File: src/terfe_pkg.sv
package terfe_pkg;

   // Word index of each register on the Avalon-MM slave (word addressing).
   localparam logic [1:0] REG_CTRL = 2'h0;
   localparam logic [1:0] REG_STATUS = 2'h1;
   localparam logic [1:0] REG_LCV_COUNT = 2'h2;
   localparam logic [31:0] CTRL_RESET = 32'h0000_0000;

   // Bit positions inside the control register.
   localparam int CTRL_UNIPOLAR = 0;
   localparam int CTRL_AMI = 1;
   localparam int CTRL_E3 = 2;
   localparam int CTRL_SAMPLE_RISE = 3;
   localparam int CTRL_FIFO_EN = 4;
   localparam int CTRL_CLK_INV = 5;
   localparam int CTRL_OVH_MARKER = 6;
   localparam int CTRL_ALL_ONES = 7;
   localparam int CTRL_AIS = 8;
   localparam int CTRL_AUTO_ONES = 9;
   localparam int CTRL_ALL_OVH_GAP = 10;
   localparam int CTRL_JUST_GAP = 11;
   localparam int CTRL_STUFF_GAP = 12;
   localparam logic [31:0] CTRL_WMASK = 32'h0000_1fff;

   // Bit positions inside the status register.
   localparam int STAT_FILL_LSB = 0;
   localparam int STAT_PRIMED = 5;
   localparam int STAT_AUTO_ACTIVE = 6;

   // Dejitter buffer geometry; reading starts at half fill to absorb jitter both ways.
   localparam int FIFO_AW = 4;
   localparam logic [4:0] FIFO_DEPTH = 5'h10;
   localparam logic [4:0] FIFO_START = 5'h08;

   // Decoded bits cleared when a zero substitution is recognised.
   localparam logic [3:0] SUB_MASK_B3ZS = 4'h3;
   localparam logic [3:0] SUB_MASK_HDB3 = 4'h7;

   typedef enum logic [1:0] {CLS_PAYLOAD, CLS_OVERHEAD, CLS_JUSTIFY, CLS_STUFF} terfe_class_t;
   typedef enum logic [1:0] {LM_RAIL, LM_AMI, LM_UNIPOLAR} terfe_line_mode_t;
   typedef enum logic {BUS_IDLE, BUS_ACK} terfe_bus_state_t;

   // Framing template for the bit presented on the internal stream.
   typedef struct packed {
      terfe_class_t bit_class;
      logic frame_first;
      logic sync_end;
      logic mark_en;
   } terfe_tpl_t;

   // Receive alarm states reported by the framing logic.
   typedef struct packed {
      logic los;
      logic oof;
      logic ais;
      logic idle;
   } terfe_alarm_t;

endpackage : terfe_pkg

File: src/terfe_receive_front_end.sv
// Overview of operation
// RULE1 - Rail, AMI or unipolar line mode selectable.
// RULE2 - Sample line inputs on chosen clock edge.
// RULE3 - AMI: any rail high gives one.
// RULE4 - B3ZS: 100V or 110V become 1000.
// RULE5 - HDB3: 1000V or 1100V become 10000.
// RULE6 - Bipolar decode to unipolar, flag violations.
// RULE7 - Unipolar mode bypasses decoder, uses positive rail.
// RULE8 - Line unit drives negative rail as violation.
// RULE9 - Buffer on: line clock in, dejittered out.
// RULE10 - Buffer off: line clock drives everything.
// RULE11 - Outputs change on internal clock rising edge.
// RULE12 - Output clocks optionally inverted.
// RULE13 - System captures outputs on opposite edge.
// RULE14 - Every payload and overhead bit output.
// RULE15 - Gapped clock has five selectable modes.
// RULE16 - Justification and stuff bits count as overhead.
// RULE17 - Frame sync rises first bit, falls after end.
// RULE18 - Marker mode: low overhead, high payload.
// RULE19 - Forced all-ones or AIS masks data.
// RULE20 - Auto all-ones while LOS, OOF, AIS, Idle; the code counts Idle only while the E3 bit is clear.
// RULE21 - Masking leaves internal stream untouched.
// RULE22 - Outputs follow old alignment during out-of-frame.
// RULE23 - Sixteen-bit buffer after decoder absorbs jitter.
// RULE24 - Buffer bypassed when its enable clears.
// RULE25 - Gap mode chosen by gap control fields.
// RULE26 - One-cycle pulse per violation for monitoring.
// RULE27 - One output clock pulse per data bit.
//
// Decided for this implementation: the address map and the Avalon-MM register port.
`timescale 1ns/100ps
`default_nettype none

module terfe_receive_front_end (
   input wire logic clk_sys_in, // System clock, 250 MHz.
   input wire logic rst_in, // Synchronous reset, active high.
   input wire logic [1:0] avs_address_in, // Register word index.
   input wire logic avs_read_in, // Read request.
   input wire logic avs_write_in, // Write request.
   input wire logic [31:0] avs_writedata_in, // Write data.
   input wire logic [3:0] avs_byteenable_in, // Write byte lanes.
   output logic [31:0] avs_readdata_out, // Read data.
   output logic avs_waitrequest_out, // Stall while the answer is built.
   input wire logic raw_line_clock_in, // Raw clock recovered from the line.
   input wire logic dejittered_clock_in, // Smoothed line clock, low when unused.
   input wire logic positive_rail_in, // Positive rail, or unipolar data.
   input wire logic negative_rail_in, // Negative rail, or external violation.
   input wire terfe_pkg::terfe_tpl_t tpl_in, // Template of the bit now presented.
   input wire terfe_pkg::terfe_alarm_t alarm_in, // Alarm states from framing.
   output logic rx_bit_strobe_out, // One-cycle strobe per internal bit.
   output logic rx_bit_data_out, // Unmasked internal stream bit.
   output logic line_code_violation_out, // One-cycle pulse per violation.
   output logic serial_data_out, // Serial data to the system.
   output logic gapped_data_clock_out, // Gapped data clock.
   output logic marking_clock_out, // Marking clock.
   output logic frame_sync_out // Frame sync or overhead marker.
);

   ////////////////////////////////////////////////////////////////////////////
   // Declarations.
   localparam int FIFO_AW_L = terfe_pkg::FIFO_AW;
   logic [1:0] lck_sync_ff, dck_sync_ff, pos_sync_ff, neg_sync_ff;
   logic lck_prev_ff, int_prev_ff, out_lvl_ff;
   logic [31:0] ctrl_ff, nxt_ctrl;
   logic [15:0] lcv_cnt_ff;
   terfe_pkg::terfe_bus_state_t bus_st_ff;
   logic [3:0] hist_ff;
   logic last_pos_ff, have_mark_ff, lcv_ff, lb_vld_ff, lb_dat_ff;
   logic [15:0] fifo_mem_ff;
   logic [FIFO_AW_L-1:0] wr_ptr_ff, rd_ptr_ff;
   logic [4:0] fifo_cnt_ff;
   logic primed_ff;
   logic data_ff, gate_ff, mark_ff, fs_ff, sync_end_ff, ais_phase_ff;

   // Decode of the line mode is written as a function; only the mode wire uses it.
   function automatic terfe_pkg::terfe_line_mode_t line_mode(input logic [31:0] c);
      if (c[terfe_pkg::CTRL_UNIPOLAR]) begin
         line_mode = terfe_pkg::LM_UNIPOLAR;
      end else if (c[terfe_pkg::CTRL_AMI]) begin
         line_mode = terfe_pkg::LM_AMI;
      end else begin
         line_mode = terfe_pkg::LM_RAIL;
      end
   endfunction : line_mode

   ////////////////////////////////////////////////////////////////////////////
   // Control fields.
   wire terfe_pkg::terfe_line_mode_t mode = line_mode(ctrl_ff); // RULE1
   wire is_e3 = ctrl_ff[terfe_pkg::CTRL_E3];
   wire fifo_en = ctrl_ff[terfe_pkg::CTRL_FIFO_EN];
   wire clk_inv = ctrl_ff[terfe_pkg::CTRL_CLK_INV];
   wire ovh_marker = ctrl_ff[terfe_pkg::CTRL_OVH_MARKER];

   ////////////////////////////////////////////////////////////////////////////
   // Pin synchronisers; only the second stage is read by any logic.
   always_ff @(posedge clk_sys_in) begin
      lck_sync_ff <= {lck_sync_ff[0], raw_line_clock_in};
      dck_sync_ff <= {dck_sync_ff[0], dejittered_clock_in};
      pos_sync_ff <= {pos_sync_ff[0], positive_rail_in};
      neg_sync_ff <= {neg_sync_ff[0], negative_rail_in};
   end

   // Line sampling edge is picked by the sample edge field.
   wire lck = lck_sync_ff[1];
   wire lck_rise = lck & ~lck_prev_ff;
   wire lck_fall = ~lck & lck_prev_ff;
   wire line_tick = ctrl_ff[terfe_pkg::CTRL_SAMPLE_RISE] ? lck_rise : lck_fall; // RULE2
   wire p_s = pos_sync_ff[1];
   wire n_s = neg_sync_ff[1];

   ////////////////////////////////////////////////////////////////////////////
   // Bipolar decoder. A mark on the same rail as the last one, or on both rails, is a
   // violation. A violation that completes a zero substitution is folded back to zeros.
   wire mark = p_s | n_s; // RULE3
   wire viol = (p_s & n_s) | (have_mark_ff & ((p_s & last_pos_ff) | (n_s & ~last_pos_ff)));
   wire sub_room = is_e3 ? (~hist_ff[0] & ~hist_ff[1]) : ~hist_ff[0];
   wire subst = (mode == terfe_pkg::LM_RAIL) & mark & viol & sub_room; // RULE4 RULE5
   wire [3:0] sub_mask = is_e3 ? terfe_pkg::SUB_MASK_HDB3 : terfe_pkg::SUB_MASK_B3ZS;
   wire [3:0] hist_kept = subst ? (hist_ff & ~sub_mask) : hist_ff;
   wire cur_bit = mark & ~subst;
   wire dec_lcv = (mode == terfe_pkg::LM_UNIPOLAR) ? n_s : (mark & viol & ~subst); // RULE6
   // Unipolar bypass has no decoder delay; bipolar output lags by the window length.
   wire line_bit = (mode == terfe_pkg::LM_UNIPOLAR) ? p_s : hist_kept[3]; // RULE7

   // Decoder state and line bit register; in unipolar mode a tie-low negative rail never flags. // RULE8
   always_ff @(posedge clk_sys_in) begin
      if (rst_in) begin
         lck_prev_ff <= 1'b0;
         hist_ff <= 4'h0;
         last_pos_ff <= 1'b0;
         have_mark_ff <= 1'b0;
         lcv_ff <= 1'b0;
         lb_vld_ff <= 1'b0;
         lb_dat_ff <= 1'b0;
      end else begin
         lck_prev_ff <= lck;
         lcv_ff <= line_tick & dec_lcv; // RULE26
         lb_vld_ff <= line_tick;
         if (line_tick) begin
            hist_ff <= {hist_kept[2:0], cur_bit};
            lb_dat_ff <= line_bit;
            if (mark) begin
               last_pos_ff <= p_s;
               have_mark_ff <= 1'b1;
            end
         end
      end
   end

   ////////////////////////////////////////////////////////////////////////////
   // Dejitter buffer. Writes follow the line clock, reads the dejittered clock; reading
   // starts at half fill and stops on underflow, a full buffer drops the new bit.
   wire int_lvl = fifo_en ? dck_sync_ff[1] : lck; // RULE9 RULE10
   wire int_tick = int_lvl & ~int_prev_ff;
   wire fifo_full = (fifo_cnt_ff == terfe_pkg::FIFO_DEPTH);
   wire fifo_wr = fifo_en & lb_vld_ff & ~fifo_full; // RULE23
   wire fifo_rd = fifo_en & int_tick & primed_ff & (fifo_cnt_ff != 5'h00);
   wire stream_bit = fifo_en ? (fifo_rd & fifo_mem_ff[rd_ptr_ff]) : lb_dat_ff; // RULE24
   wire [4:0] nxt_cnt = fifo_cnt_ff + {4'h0, fifo_wr} - {4'h0, fifo_rd};

   // Buffer pointers, fill level and priming; all cleared while the buffer is off.
   always_ff @(posedge clk_sys_in) begin
      if (rst_in || !fifo_en) begin
         wr_ptr_ff <= '0;
         rd_ptr_ff <= '0;
         fifo_cnt_ff <= 5'h00;
         primed_ff <= 1'b0;
      end else begin
         wr_ptr_ff <= wr_ptr_ff + FIFO_AW_L'(fifo_wr);
         rd_ptr_ff <= rd_ptr_ff + FIFO_AW_L'(fifo_rd);
         fifo_cnt_ff <= nxt_cnt;
         primed_ff <= (nxt_cnt >= terfe_pkg::FIFO_START) | (primed_ff & (nxt_cnt != 5'h00));
      end
   end

   // Buffer storage has no reset; unread cells never reach the outputs.
   always_ff @(posedge clk_sys_in) begin
      if (fifo_wr) begin
         fifo_mem_ff[wr_ptr_ff] <= lb_dat_ff;
      end
   end

   ////////////////////////////////////////////////////////////////////////////
   // System side selection. The template comes from framing logic that keeps the old
   // alignment during out-of-frame, so only the auto all-ones selection here reacts to the oof alarm. // RULE22
   wire is_payload = (tpl_in.bit_class == terfe_pkg::CLS_PAYLOAD); // RULE16
   wire is_just = (tpl_in.bit_class == terfe_pkg::CLS_JUSTIFY);
   wire is_stuff = (tpl_in.bit_class == terfe_pkg::CLS_STUFF);
   wire gap_on = ctrl_ff[terfe_pkg::CTRL_ALL_OVH_GAP];
   wire gate_sel = ~gap_on | is_payload | (is_just & ctrl_ff[terfe_pkg::CTRL_JUST_GAP])
                   | (is_stuff & ctrl_ff[terfe_pkg::CTRL_STUFF_GAP]); // RULE15 RULE25
   wire auto_hit = alarm_in.los | alarm_in.oof | alarm_in.ais | (alarm_in.idle & ~is_e3);
   wire auto_ones = ctrl_ff[terfe_pkg::CTRL_AUTO_ONES] & auto_hit; // RULE20
   wire ones_sel = ctrl_ff[terfe_pkg::CTRL_ALL_ONES] | auto_ones;
   // E3 AIS is all ones; DS3 AIS alternates on payload and keeps overhead intact.
   wire ais_bit = is_e3 | ~is_payload ? (is_e3 | stream_bit) : ais_phase_ff;
   wire out_bit = ones_sel ? 1'b1 : (ctrl_ff[terfe_pkg::CTRL_AIS] ? ais_bit : stream_bit); // RULE19
   wire fs_frame = tpl_in.frame_first | (fs_ff & ~sync_end_ff);
   wire fs_next = ovh_marker ? is_payload : fs_frame; // RULE17 RULE18

   // Internal stream to framing and monitoring is taken before any masking. // RULE21
   assign rx_bit_strobe_out = int_tick;
   assign rx_bit_data_out = stream_bit;

   // Output data, gate, marker and sync registers move only on the internal clock rising edge; the clock level follows every cycle. // RULE11 RULE14
   always_ff @(posedge clk_sys_in) begin
      if (rst_in) begin
         int_prev_ff <= 1'b0;
         out_lvl_ff <= 1'b0;
         data_ff <= 1'b0;
         gate_ff <= 1'b0;
         mark_ff <= 1'b0;
         fs_ff <= 1'b0;
         sync_end_ff <= 1'b0;
         ais_phase_ff <= 1'b1;
      end else begin
         int_prev_ff <= int_lvl;
         out_lvl_ff <= int_lvl;
         if (int_tick) begin
            data_ff <= out_bit;
            gate_ff <= gate_sel;
            mark_ff <= tpl_in.mark_en;
            fs_ff <= fs_next;
            sync_end_ff <= tpl_in.sync_end;
            ais_phase_ff <= ais_phase_ff ^ is_payload;
         end
      end
   end

   // Clocks rise with the data update unless clk_inv is set, when they fall with it, so the system takes data on the other edge;
   // gates are loaded at that same rising edge, so a gate change coincides with the clock rising.
   assign gapped_data_clock_out = (out_lvl_ff & gate_ff) ^ clk_inv; // RULE12 RULE13 RULE27
   assign marking_clock_out = (out_lvl_ff & mark_ff) ^ clk_inv;
   assign serial_data_out = data_ff;
   assign frame_sync_out = fs_ff;
   assign line_code_violation_out = lcv_ff;

   ////////////////////////////////////////////////////////////////////////////
   // Avalon-MM slave: every access waits exactly one cycle.
   wire req = avs_read_in | avs_write_in;
   wire done = req & (bus_st_ff == terfe_pkg::BUS_ACK);
   wire wr_ctrl = done & avs_write_in & (avs_address_in == terfe_pkg::REG_CTRL);
   wire wr_cnt = done & avs_write_in & (avs_address_in == terfe_pkg::REG_LCV_COUNT);
   wire [31:0] status_word = {25'h000_0000, auto_ones, primed_ff, fifo_cnt_ff};
   wire [31:0] rd_mux = (avs_address_in == terfe_pkg::REG_CTRL) ? ctrl_ff :
                        (avs_address_in == terfe_pkg::REG_STATUS) ? status_word :
                        (avs_address_in == terfe_pkg::REG_LCV_COUNT) ? {16'h0000, lcv_cnt_ff} :
                        32'h0000_0000;
   assign avs_waitrequest_out = req & ~done;

   // Byte lanes of the control register.
   genvar g;
   generate
      for (g = 0; g < 4; g++) begin : g_lane
         assign nxt_ctrl[8*g +: 8] = (wr_ctrl & avs_byteenable_in[g]) ?
            (avs_writedata_in[8*g +: 8] & terfe_pkg::CTRL_WMASK[8*g +: 8]) : ctrl_ff[8*g +: 8];
      end
   endgenerate

   // Bus state, registers and violation count; a clear together with a new violation leaves a count of one.
   always_ff @(posedge clk_sys_in) begin
      if (rst_in) begin
         bus_st_ff <= terfe_pkg::BUS_IDLE;
         ctrl_ff <= terfe_pkg::CTRL_RESET;
         lcv_cnt_ff <= 16'h0000;
         avs_readdata_out <= 32'h0000_0000;
      end else begin
         bus_st_ff <= (req & ~done) ? terfe_pkg::BUS_ACK : terfe_pkg::BUS_IDLE;
         ctrl_ff <= nxt_ctrl;
         if (req & ~done) begin
            avs_readdata_out <= rd_mux;
         end
         if (lcv_ff) begin
            lcv_cnt_ff <= (wr_cnt ? 16'h0000 : lcv_cnt_ff) + 16'h0001;
         end else if (wr_cnt) begin
            lcv_cnt_ff <= 16'h0000;
         end
      end
   end
endmodule : terfe_receive_front_end

`default_nettype wire

File: config.mk
export PLATFORM = sky130hd
export DESIGN_NAME = terfe_receive_front_end
export DESIGN_NICKNAME = d
export VERILOG_FILES = /design/src/terfe_pkg.sv /design/src/terfe_receive_front_end.sv
export SDC_FILE = /design/constraint.sdc
export NUM_CORES = 1
export LEC_CHECK = 0
export ABC_CLOCK_PERIOD_IN_PS = 3300
export BUFFER_PORTS_ARGS = -buffer_cell sky130_fd_sc_hd__buf_2
export CAP_MARGIN = 0
export CORE_ASPECT_RATIO = 0.8
export CORE_MARGIN = 3
export CORE_UTILIZATION = 45
export CTS_CLUSTER_DIAMETER = 40
export DETAILED_ROUTE_END_ITERATION = 6
export PLACE_DENSITY = 0.68
export SLEW_MARGIN = 15
export SYNTH_ARGS = -nofsm -noshare
export SYNTH_HDL_FRONTEND = slang
export SYNTH_SLANG_ARGS = --single-unit
File: constraint.sdc
create_clock -name clk_sys_in -period 3.3 [get_ports clk_sys_in]
set_input_delay 0.165 -clock clk_sys_in [delete_from_list [all_inputs] [get_ports clk_sys_in]]
set_output_delay 0.165 -clock clk_sys_in [all_outputs]
set_load 0.05 [all_outputs]
### After elaboration in Yosys (flattened, before gate mapping)

Cells that the tools add are included.

| cells by class | value |
|---|---|
| shifts and indexed selects | 0 |
| $mul | 0 |
| magnitude comparators | 4 |
| bitwise logic cells | 69 |
| div/mod/pow operators | 0 |
| eq/ne operators | 6 |
| reductions and logical operators | 9 |
| add/sub/neg operators | 5 |
| mux-type cells | 25 |

Operator list:

| operator | count |
|---|---|
| two-way mux 16 bit | 5 |
| bitwise AND 1 bit | 36 |
| adder 16 x 1 -> 16 bit, second input constant | 1 |
| bitwise mux 16 bit | 1 |
| OR 1 bit | 15 |
| two-way mux 1 bit | 14 |
| inverter 1 bit | 13 |
| less-than comparator 4 x 5 -> 1 bit, second input constant | 2 |
| nonzero test 5 bit | 2 |
| adder 4 x 1 -> 4 bit | 2 |
| equality test 2 bit, second input constant | 4 |
| logical NOT 2 bit | 3 |
| adder 5 x 1 -> 5 bit | 1 |
| equality test 5 bit, second input constant | 1 |
| greater-or-equal comparator 5 x 4 -> 1 bit, second input constant | 1 |
| subtractor 5 x 1 -> 5 bit | 1 |
| bitwise AND 4 bit | 1 |
| binary-select mux 1 bit (select 4 bit) | 1 |
| demux 1 bit (select 4 bit) | 1 |
| greater-or-equal comparator 4 x 1 -> 1 bit, second input constant | 1 |
| two-way mux 4 bit | 1 |
| inverter 3 -> 4 bit | 1 |
| two-way mux 3 bit | 1 |
| bitwise XOR 1 bit | 3 |
| other kinds (6) | 6 |

| word-level totals | value |
|---|---|
| register bits | 117 |
| memories kept | 0 |
| RAM bits | 0 |
| memory bits (read-only) | 0 |
| output and inout port bits | 40 |
| input port bits | 55 |
| bits in latches | 0 |

### Depth between registers and ports, before layout

Gate-level depths: netlist (run 1).

| depth | value |
|---|---|
| depth in word-level cells | 11 |
| depth in mapped cells | 11 |

### Worst setup path after synthesis (run 1)

OpenSTA, ideal clock, no wires.

| timing path | value |
|---|---|
| path kind | reg-to-reg |
| from | reg fifo_cnt_ff[2] |
| to | reg primed_ff |
| library setup time | 0.060 ns |
| period minus slack after synthesis | 2.576 ns |
| cell stages (with the launch flop) | 12 |
| path slack | 0.724 ns |
| arrival | 2.516 ns |
| required time | 3.240 ns |
| path through | dfxtp_1 -> inv_1 -> ha_1 -> a31oi_1 -> xor2_1 -> ha_1 -> fa_1 -> a21oi_1 -> nor2_1 -> or3_1 -> a21oi_1 -> a311o_1 |

| between the ends | value |
|---|---|
| cells in the longest elaborated chain, start to end | 8 |
| elaborated cells between the ends (all ways) | 11 |

Ends and longest elaborated chain:

| element | line | text |
|---|---|---|
| start: declaration | terfe_receive_front_end.sv:71 | `logic [4:0] fifo_cnt_ff;` |
| start signal: assignment | terfe_receive_front_end.sv:171 | `fifo_cnt_ff <= nxt_cnt;` |
| equality test 5 bit | terfe_receive_front_end.sv:155 | `wire fifo_full = (fifo_cnt_ff == terfe_pkg::FIFO_DEPTH);` |
| inverter 1 bit | terfe_receive_front_end.sv:156 | `wire fifo_wr = fifo_en & lb_vld_ff & ~fifo_full;` |
| bitwise AND 1 bit | terfe_receive_front_end.sv:156 |  |
| adder 5 x 1 -> 5 bit | terfe_receive_front_end.sv:159 | `wire [4:0] nxt_cnt = fifo_cnt_ff + {4'h0, fifo_wr} - {4'h0, fifo_rd};` |
| subtractor 5 x 1 -> 5 bit (*) | terfe_receive_front_end.sv:159 |  |
| parallel branches: the longest is 2 deep, another holds greater-or-equal comparator 5 x 4 -> 1 bit | n/a |  |
| OR 1 bit (*) | terfe_receive_front_end.sv:172 | `primed_ff <= (nxt_cnt >= terfe_pkg::FIFO_START) \| (primed_ff & (nxt_cnt != 5'h00));` |
| end signal: assignment | terfe_receive_front_end.sv:172 |  |
| end: declaration | terfe_receive_front_end.sv:72 | `logic primed_ff;` |

Every way passes the cells marked *.
A chain may end at the register's enable or synchronous reset.

### Final worst setup path (run 1)

| timing path | value |
|---|---|
| from | reg fifo_cnt_ff[3] |
| to | reg primed_ff |

The elaborated chain is that of the path after synthesis.

==> run metrics, run 1 <==
Clock Latency Late Sink 0.35 ns; maximum root-to-sink buffer count 2; largest net degree at the start of global routing 51; Final min period 2.61 ns; async set-reset flop share out of synthesis 0%; Max stage delay on crit path 0.41 ns; Area Growth Syn to Fin 15.8%; DIE HEIGHT 95 µm; RSZ-0062 raised after global routing no; Critical Path End Type flip-flop; Crit path max-delay family adder cells; Core Footprint 9350 µm²; Sw Pwr 0.000614 W; Top Layer Used met4; num rows 31; Worst VDD drop 0.000262 V; Tot Pwr 0.00269 W; # H-tree levels 3; setup slack, reg-to-reg 0.69 ns; commonest non-fill, non-tap cell in the layout dfxtp_1; crit path cell chain inv_1, ha_1, a31oi_1, buf_4, xor2_1, ha_1, fa_1, a21oi_1, nor2_1, or3_1, a21oi_1, a311o_1; sequential-to-total area share from yosys stat 49.0%; Seq pwr share 47.9%; routed vias/inst 5.06; nets@finish 598; Non-Filler Instances 670; clock sinks 101; # DRC 0; DRT iter0 DRCs 177; status completed; clk root buf clkbuf_16; CP bufs+invs 2; slowest stage cell, crit path fa_1; clk_skew 0.00576 ns; vias in the first global route 3,238; DRT met1 WL 4.74 mm; Sw Share 22.8%; Final Wtd Congestion 0.833; Hold Crit Class input port to flip-flop; average wire per standard cell 14.2 µm; gr ovfl total 0; max-slew violations 0; global-route wire length before repair 15.7 mm; full die area 11,100 µm²; dpl cells 650; Fin Setup TNS 0 ns; I/O Buffers 57; dpl ws 0.708 ns; post-synth cell types 53; Setup-failing EPs final 0; Post-DRT Antenna Nets 0; initial core utilization 47.7%; critical path required time 3.59 ns; initial antenna violation count 0; Syn. warnings 0; worst slew pin tran 0.754 ns; number of diodes 0; worst r2r src fifo_cnt_ff[3]; Logic pwr share 7.8%; worst-path fanout max 6; top_reg_cell synth dfxtp_1; vias 3,391; ratio of cells with drive above 1 in the final layout 15.2%; Syn Area/Cell 9.24 µm²; Mapped Cells 482; critical path endpoint primed_ff; Post-CTS Setup Bufs 0; Final WS setup 0.687 ns; cts repair resizes 0; dpl cell area 4770 µm²; Clock Power Share 44.3%; final design area excluding fillers 5160 µm²; fmax 383 MHz; reg2reg path depth 12; Final Hold Violating Endpoints 0; first-pass iteration count of the detailed router 4; Max transition margin 49.7%; metal3 WL 540 µm; clk slew on worst S/H paths 0.07 ns; most frequent cells in the layout 85 x dfxtp_1, 73 x nor2_1, 57 x buf_2; LEAKAGE 2.02 nW; Setup CP Type flip-flop to flip-flop; dpl hpwl 7.03 mm; Horiz. Die Dim 117 µm; Post-synth EDFFs 16; power density over the cells 522 nW/µm²; Crit path depth 12; CP arrival 2.90 ns; max_cap viols 0; crit path launch type flip-flop; Routed WL 9.51 mm; GRT Total Usage 18.3%; cts bufs inserted 9; # IOs 95; start point of the critical path fifo_cnt_ff[3]; TritonCTS clock tree done; cts hold-fix bufs 4; number of synthesized register bits 101; P_int 0.00208 W; metal2 WL 4.10 mm; capture point of the worst reg-to-reg path primed_ff; cell area after synthesis 4460 µm²; fin crit share 79.2%
layer usage:
layer | GRT usage [%] | vias up
met5 | 0 | -
met1 | 25.8 | 1573
met4 | 6.78 | 0
li1 | - | 1727
met3 | 5.64 | 10
met2 | 26.4 | 81
flip-flops by register name, indices dropped and copies added, names as in the netlist, 2 cells and up:
signal and count:
dck_sync_ff 2, fifo_mem_ff 16, fifo_cnt_ff 5, neg_sync_ff 2, wr_ptr_ff 4, hist_ff 4
lck_sync_ff 2, ctrl_ff 13, rd_ptr_ff 4, pos_sync_ff 2, lcv_cnt_ff 16, avs_readdata_out 16
worst min-delay path by stage:
stage                              from        endpoint  slack (ns)  depth (start not counted)
floorplan           dejittered_clock_in  dck_sync_ff[0]        0.19                          0
global placement       negative_rail_in  neg_sync_ff[0]        0.27                          1
detailed placement     negative_rail_in  neg_sync_ff[0]        0.27                          1
CTS                              rst_in    ais_phase_ff        0.05                          3
global route        avs_writedata_in[3]      ctrl_ff[3]        0.07                          3
finish                           rst_in    ais_phase_ff        0.06                          3
tightest hold or removal path: cells and delay by family:
family        cells  cell delay, ns
buf+inv           2            0.15
simple gates      1            0.06
metrics by stage:
| step | hold WS [ns] | utilization [%] |
|---|---|---|
| floorplan | 0.193 | - |
| global placement | 0.268 | 51.1 |
| detailed placement | 0.269 | 51.1 |
| CTS | 0.0466 | 55.2 |
| global route | 0.0668 | 55.2 |
| finish | 0.0606 | 55.2 |
Yosys cell counts, drive strengths merged (2+ instances only):
master	n	share of area, %
nor2	73	6.1
nand3b	3	0.51
a21oi	30	3.4
mux2i	22	4.9
inv	12	1.0
mux4	3	1.7
nand2b	6	0.84
edfxtp	16	11
and3	3	0.42
a22oi	2	0.34
nor4b	2	0.53
and2	10	1.4
nand2	47	4.0
nor2b	4	0.56
o21ai	6	0.67
nand4	3	0.42
xnor2	14	2.8
nor3	18	2.0
nand3	25	2.8
dfxtp	85	38
buf	19	3.1
xor2	13	2.6
a31oi	5	0.70
a21o	2	0.34
ha	9	2.5
nand4b	3	0.59
a32o	2	0.48
a211oi	8	1.3
clkbuf	21	1.8
area by class of cell:
| cell class | instances | area [µm²] |
|---|---|---|
| fill | 854 | 4190 |
| sequential | 101 | 2180 |
| multi-input combinational | 344 | 2070 |
| timing repair buffer | 65 | 355 |
| clock buffer | 13 | 282 |
| tap | 132 | 165 |
| clock inverter | 3 | 65.1 |
| inverter | 12 | 45.0 |
power by group through the flow:
| stage | Clock [W] | Sequential [W] | Combinational (W) |
|---|---|---|---|
| 6_report | 0.00119 | 0.00129 | 0.000211 |
| 5_1_grt | 0.00127 | 0.00129 | 0.000230 |
| 4_1_cts | 0.00122 | 0.00129 | 0.000211 |
| 3_5_place_dp | 0 | 0.00132 | 0.000207 |
| 3_3_place_gp | 0 | 0.00132 | 0.000204 |
| 2_1_floorplan | 0 | 0.00134 | 0.000147 |
cell families after synthesis:
logic type / count (synthesis) / synth area share, %
and+or+nand+nor: 201 / 20.9
adders and majority gates: 10 / 2.98
DFF: 101 / 49.0
buffers and inverters: 52 / 5.93
other: 1 / 0.0842
xor gates and xnor gates: 27 / 5.31
muxes: 26 / 6.88
AOI/OAI and AO/OA: 64 / 8.99
(Power assumes the default switching activity.)
==> run 2: changes to the inputs <==
--- a/config.mk
+++ b/config.mk
@@ -5,7 +5,7 @@
 export SDC_FILE = /design/constraint.sdc
 export NUM_CORES = 1
 export LEC_CHECK = 0
-export ABC_CLOCK_PERIOD_IN_PS = 3300
+export ABC_CLOCK_PERIOD_IN_PS = 2550
 export BUFFER_PORTS_ARGS = -buffer_cell sky130_fd_sc_hd__buf_2
 export CAP_MARGIN = 0
 export CORE_ASPECT_RATIO = 0.8
==> constraint.sdc (replaced) <==
create_clock -name clk_sys_in -period 2.55 [get_ports clk_sys_in]
set_input_delay 0.1275 -clock clk_sys_in [delete_from_list [all_inputs] [get_ports clk_sys_in]]
set_output_delay 0.1275 -clock clk_sys_in [all_outputs]
set_load 0.05 [all_outputs]
==> run metrics, run 2 (synthesis gave the netlist of run 1 again) <==
Core Footprint 9350 µm²; max-slew violations 0; min-delay src avs_writedata_in[9]; commonest non-fill, non-tap cell in the layout dfxtp_1; vias 3,381; clk_skew 0.00494 ns; largest net degree at the start of global routing 44; cts bufs inserted 9; Routed WL 9.83 mm; critical path required time 2.42 ns; initial core utilization 47.7%; Setup-failing EPs final 0; LEAKAGE 2.01 nW; start point of the critical path rd_ptr_ff[0]; Area Growth Syn to Fin 15.7%; CP arrival 2.30 ns; filler cell count 851; number of diodes 0; RSZ-0062 raised after global routing no; I/O Buffers 57; Fin Setup TNS 0 ns; clock sinks 101; gr ovfl total 0; # IOs 95; max_cap viols 0; fin crit share 95.1%; vias in the first global route 3,277; status completed; TritonCTS clock tree done; full die area 11,100 µm²; routed vias/inst 4.99; Setup CP Type flip-flop to primary output; Final min period 2.42 ns; average wire per standard cell 14.5 µm; crit path launch type flip-flop; fmax 413 MHz; Final Wtd Congestion 0.802; area of the multi-input gates 2090 µm²; Clock Latency Late Sink 0.34 ns; top flop regs avs_readdata_out x16, fifo_mem_ff x16, lcv_cnt_ff x16; reg2reg path depth 11; maximum root-to-sink buffer count 2; power density over the cells 620 nW/µm²; storage element area 2180 µm²; ratio of cells with drive above 1 in the final layout 17.1%; dpl hpwl 7.32 mm; Post-DRT Antenna Nets 0; Worst Hold Depth 3; clk slew on worst S/H paths 0.06 ns; GRT Total Usage 18.7%; # H-tree levels 3; # DRC 0; Hold Crit Class input port to flip-flop; num rows 31; worst-path fanout max 4; DRT iter0 DRCs 208; initial antenna violation count 0; Horiz. Die Dim 117 µm; nets@finish 605; final design area excluding fillers 5160 µm²; Max transition margin 48.2%; Worst VDD drop 0.000441 V; Post-CTS Setup Bufs 0; Final Hold Violating Endpoints 0; first-pass iteration count of the detailed router 4; dpl cell area 4840 µm²; worst slew pin tran 0.777 ns; global-route wire length before repair 16.1 mm; most frequent cells in the layout 83 x dfxtp_1, 72 x nor2_1, 57 x buf_2; worst r2r src fifo_cnt_ff[2]; clk root buf clkbuf_16; Critical Path End Type primary output; DIE HEIGHT 95 µm
==> run 2: cell types whose count changed in the layout (fill, tap and decap cells not counted), sizes merged <==
cell	previous run	this run
buf	61	68
bufinv	2	0
clkinvlp	0	1
clkbuf	13	14
==> run 2: worst paths after layout <==
check / endpoint / slack, ns
hold / removal: ctrl_ff[9] / 0.03
hold reg to reg: pos_sync_ff[1] / 0.33
setup / recovery: rx_bit_data_out / 0.13
setup reg to reg: primed_ff / 0.15
==> run 2: what timing repair did <==
item,CTS,global route
endpoints found under the setup margin,0,2
hold endpoints to repair,4,0
hold buffers,4,0
gates resized for setup,0,6
==> run 2: critical path, stage by stage (launching register included) <==
cell      delay [ns]
dfxtp_1         0.45
mux4_2          0.53
a2111o_1        0.43
a32o_2          0.32
buf_2           0.22
==> run 2: layout make-up <==
class	count	share of cell area (%)
well taps	132	3.20
inverters	12	0.874
flip-flops and latches	101	42.4
repair buffers	72	7.91
clock buffers	14	4.93
multi-input cells	344	40.5
clock inverters	2	0.243
==> run 2: metal layers <==
| layer | global-route usage [%] | wire length [µm] |
|---|---|---|
| met5 | 0 | 0 |
| met3 | 5.89 | 431 |
| met4 | 4.01 | 98 |
| met2 | 27.7 | 4320 |
| met1 | 26.8 | 4980 |
==> run 2: metrics by stage <==
stage	instances	utilization (%)	total power [W]	worst slack [ns]	hold slack, ns
2_1_floorplan	497	-	0.00192	0.0631	0.155
3_3_place_gp	657	51.8	0.00197	0.0959	0.230
3_5_place_dp	657	51.8	0.00198	0.0223	0.231
4_1_cts	677	55.0	0.00323	0.0125	0.0176
5_1_grt	677	55.2	0.00332	0.0151	0.0265
6_report	677	55.2	0.00319	0.126	0.0324
==> run 2: where the power goes <==
part / internal, W / leakage, nW / switching [W]
Clock: 0.000688 / 0.127 / 0.000560
Sequential: 0.00165 / 0.840 / 0.0000187
Combinational: 0.0000740 / 1.04 / 0.000207
Total: 0.00241 / 2.01 / 0.000786
==> run 3: changes to the inputs <==
--- a/config.mk
+++ b/config.mk
@@ -5,7 +5,7 @@
 export SDC_FILE = /design/constraint.sdc
 export NUM_CORES = 1
 export LEC_CHECK = 0
-export ABC_CLOCK_PERIOD_IN_PS = 2550
+export ABC_CLOCK_PERIOD_IN_PS = 2170
 export BUFFER_PORTS_ARGS = -buffer_cell sky130_fd_sc_hd__buf_2
 export CAP_MARGIN = 0
 export CORE_ASPECT_RATIO = 0.8
@@ -13,7 +13,7 @@
 export CORE_UTILIZATION = 45
 export CTS_CLUSTER_DIAMETER = 40
 export DETAILED_ROUTE_END_ITERATION = 6
-export PLACE_DENSITY = 0.68
+export PLACE_DENSITY = 0.7
 export SLEW_MARGIN = 15
 export SYNTH_ARGS = -nofsm -noshare
 export SYNTH_HDL_FRONTEND = slang
==> constraint.sdc (replaced) <==
create_clock -name clk_sys_in -period 2.17 [get_ports clk_sys_in]
set_input_delay 0.1085 -clock clk_sys_in [delete_from_list [all_inputs] [get_ports clk_sys_in]]
set_output_delay 0.1085 -clock clk_sys_in [all_outputs]
set_load 0.05 [all_outputs]
==> run metrics, run 3 (synthesis gave the netlist of run 1 again) <==
Final Wtd Congestion 0.832; Final min period 2.34 ns; Post-DRT Antenna Nets 0; Sw Pwr 0.000951 W; reg2reg path depth 11; TritonCTS clock tree done; critical path required time 2.46 ns; max-slew violations 0; power density over the cells 716 nW/µm²; LEAKAGE 2.15 nW; Clock Latency Late Sink 0.34 ns; initial core utilization 47.7%; worst slew pin tran 0.606 ns; max_cap viols 0; Area Growth Syn to Fin 21.3%; Setup CP Type flip-flop to flip-flop; RSZ-0062 raised after global routing yes; Setup-failing EPs final 2; cts bufs inserted 9; worst r2r src fifo_cnt_ff[3]; initial antenna violation count 0; worst-path fanout max 3; Worst Hold End ctrl_ff[6]; Clock Power Share 40.7%; dpl ws -0.172 ns; fmax 428 MHz; Horiz. Die Dim 117 µm; setup slack, reg-to-reg -0.17 ns; CP arrival 2.62 ns; ratio of cells with drive above 1 in the final layout 22.4%; Worst Hold Depth 3; # H-tree levels 3; Final WS setup -0.166 ns; # IOs 95; full die area 11,100 µm²; failing checks setup timing; Core Util, Final 57.8%; Max transition margin 59.6%; dpl cells 672; most frequent cells in the layout 82 x dfxtp_1, 71 x nor2_1, 56 x buf_2; I/O Buffers 57; # DRC 0; clock sinks 101; commonest non-fill, non-tap cell in the layout dfxtp_1; fin crit share 108%; DRT iter0 DRCs 197; Hold Crit Class input port to flip-flop; nets@finish 628; area of the multi-input gates 2130 µm²; global-route wire length before repair 16.7 mm; top flop regs avs_readdata_out x16, fifo_mem_ff x16, lcv_cnt_ff x16; Routed WL 10.2 mm; status finished with violations; Sw Share 24.6%; maximum root-to-sink buffer count 2; num rows 31; vias 3,564; Worst VDD drop 0.000504 V; capture point of the worst reg-to-reg path primed_ff; crit path launch type flip-flop; Logic pwr share 8.8%; GRT Total Usage 19.2%; vias in the first global route 3,437; routed vias/inst 5.09; first-pass iteration count of the detailed router 5; average wire per standard cell 14.6 µm; clk root buf clkbuf_16; Final Hold Violating Endpoints 0; gr ovfl total 0; storage element area 2190 µm²; Hold WS 0.0119 ns; clk slew on worst S/H paths 0.07 ns; dpl hpwl 7.66 mm; number of diodes 0; Core Footprint 9350 µm²; Non-Filler Instances 700; largest net degree at the start of global routing 50; filler cell count 809; Critical Path End Type flip-flop; min-delay src avs_writedata_in[6]; clk_skew 0.00502 ns; DIE HEIGHT 95 µm; P_int 0.00292 W; Seq pwr share 50.5%
run 3: cell types whose count changed in the layout (fill, tap and decap cells not counted), sizes merged:
cell	previous run	this run
buf	68	91
bufinv	0	1
clkbuf	14	10
clkinv	1	3
inv	12	13
run 3: layout make-up:
cell class | instances | area share (%)
clock inverters | 6 | 1.16
multi-input cells | 344 | 39.4
flip-flops and latches | 101 | 40.4
clock buffers | 10 | 4.24
well taps | 132 | 3.06
inverters | 12 | 0.833
repair buffers | 95 | 10.9
run 3: how the worst max path moves through the flow:
stage,start,endpoint,cells after the start
6_report,fifo_cnt_ff[3],primed_ff,11
5_1_grt,out_lvl_ff,primed_ff,10
4_1_cts,out_lvl_ff,primed_ff,10
3_5_place_dp,fifo_cnt_ff[2],primed_ff,11
3_3_place_gp,fifo_cnt_ff[2],primed_ff,11
2_1_floorplan,ctrl_ff[4],primed_ff,11
run 3: per-stage QoR:
stage | instance area (µm²) | total power (W) | setup TNS, ns
finish | 5410 | 0.00387 | -0.316
detailed placement | 5000 | 0.00233 | -0.239
floorplan | 4580 | 0.00226 | -0.0617
global placement | 5000 | 0.00232 | -0.0508
global route | 5410 | 0.00401 | -0.567
CTS | 5370 | 0.00391 | -0.254
run 3: timing repair:
| action | 4_1_cts | 5_1_grt |
|---|---|---|
| hold buffers | 4 | 0 |
| setup endpoints to repair | 3 | 3 |
| gates resized for setup | 7 | 3 |
| hold endpoints to repair | 4 | 0 |
| setup buffers | 4 | 4 |
| pin swaps | 2 | 2 |
run 3: power by group through the flow:
stage | logic [W] | clock network, W | registers, W
4_1_cts | 0.000341 | 0.00161 | 0.00195
2_1_floorplan | 0.000223 | 0 | 0.00204
3_5_place_dp | 0.000332 | 0 | 0.00200
3_3_place_gp | 0.000328 | 0 | 0.00200
5_1_grt | 0.000369 | 0.00169 | 0.00196
6_report | 0.000341 | 0.00158 | 0.00195
run 3: worst max-delay path, cell delays in order, from the launching register on:
cell	delay, ns
dfxtp_1	0.33
inv_1	0.08
ha_4	0.18
a31oi_4	0.16
xor2_1	0.09
ha_2	0.19
fa_2	0.36
a21oi_2	0.18
nor2_2	0.06
or3_4	0.36
a21oi_2	0.15
a311o_1	0.13
run 3: layer usage:
layer,vias up,global-route usage (%),routed length [µm]
met3,9,4.80,613
met1,1671,27.5,4850
met5,-,0,0
li1,1779,-,-
met4,0,4.58,84
met2,105,29.1,4640
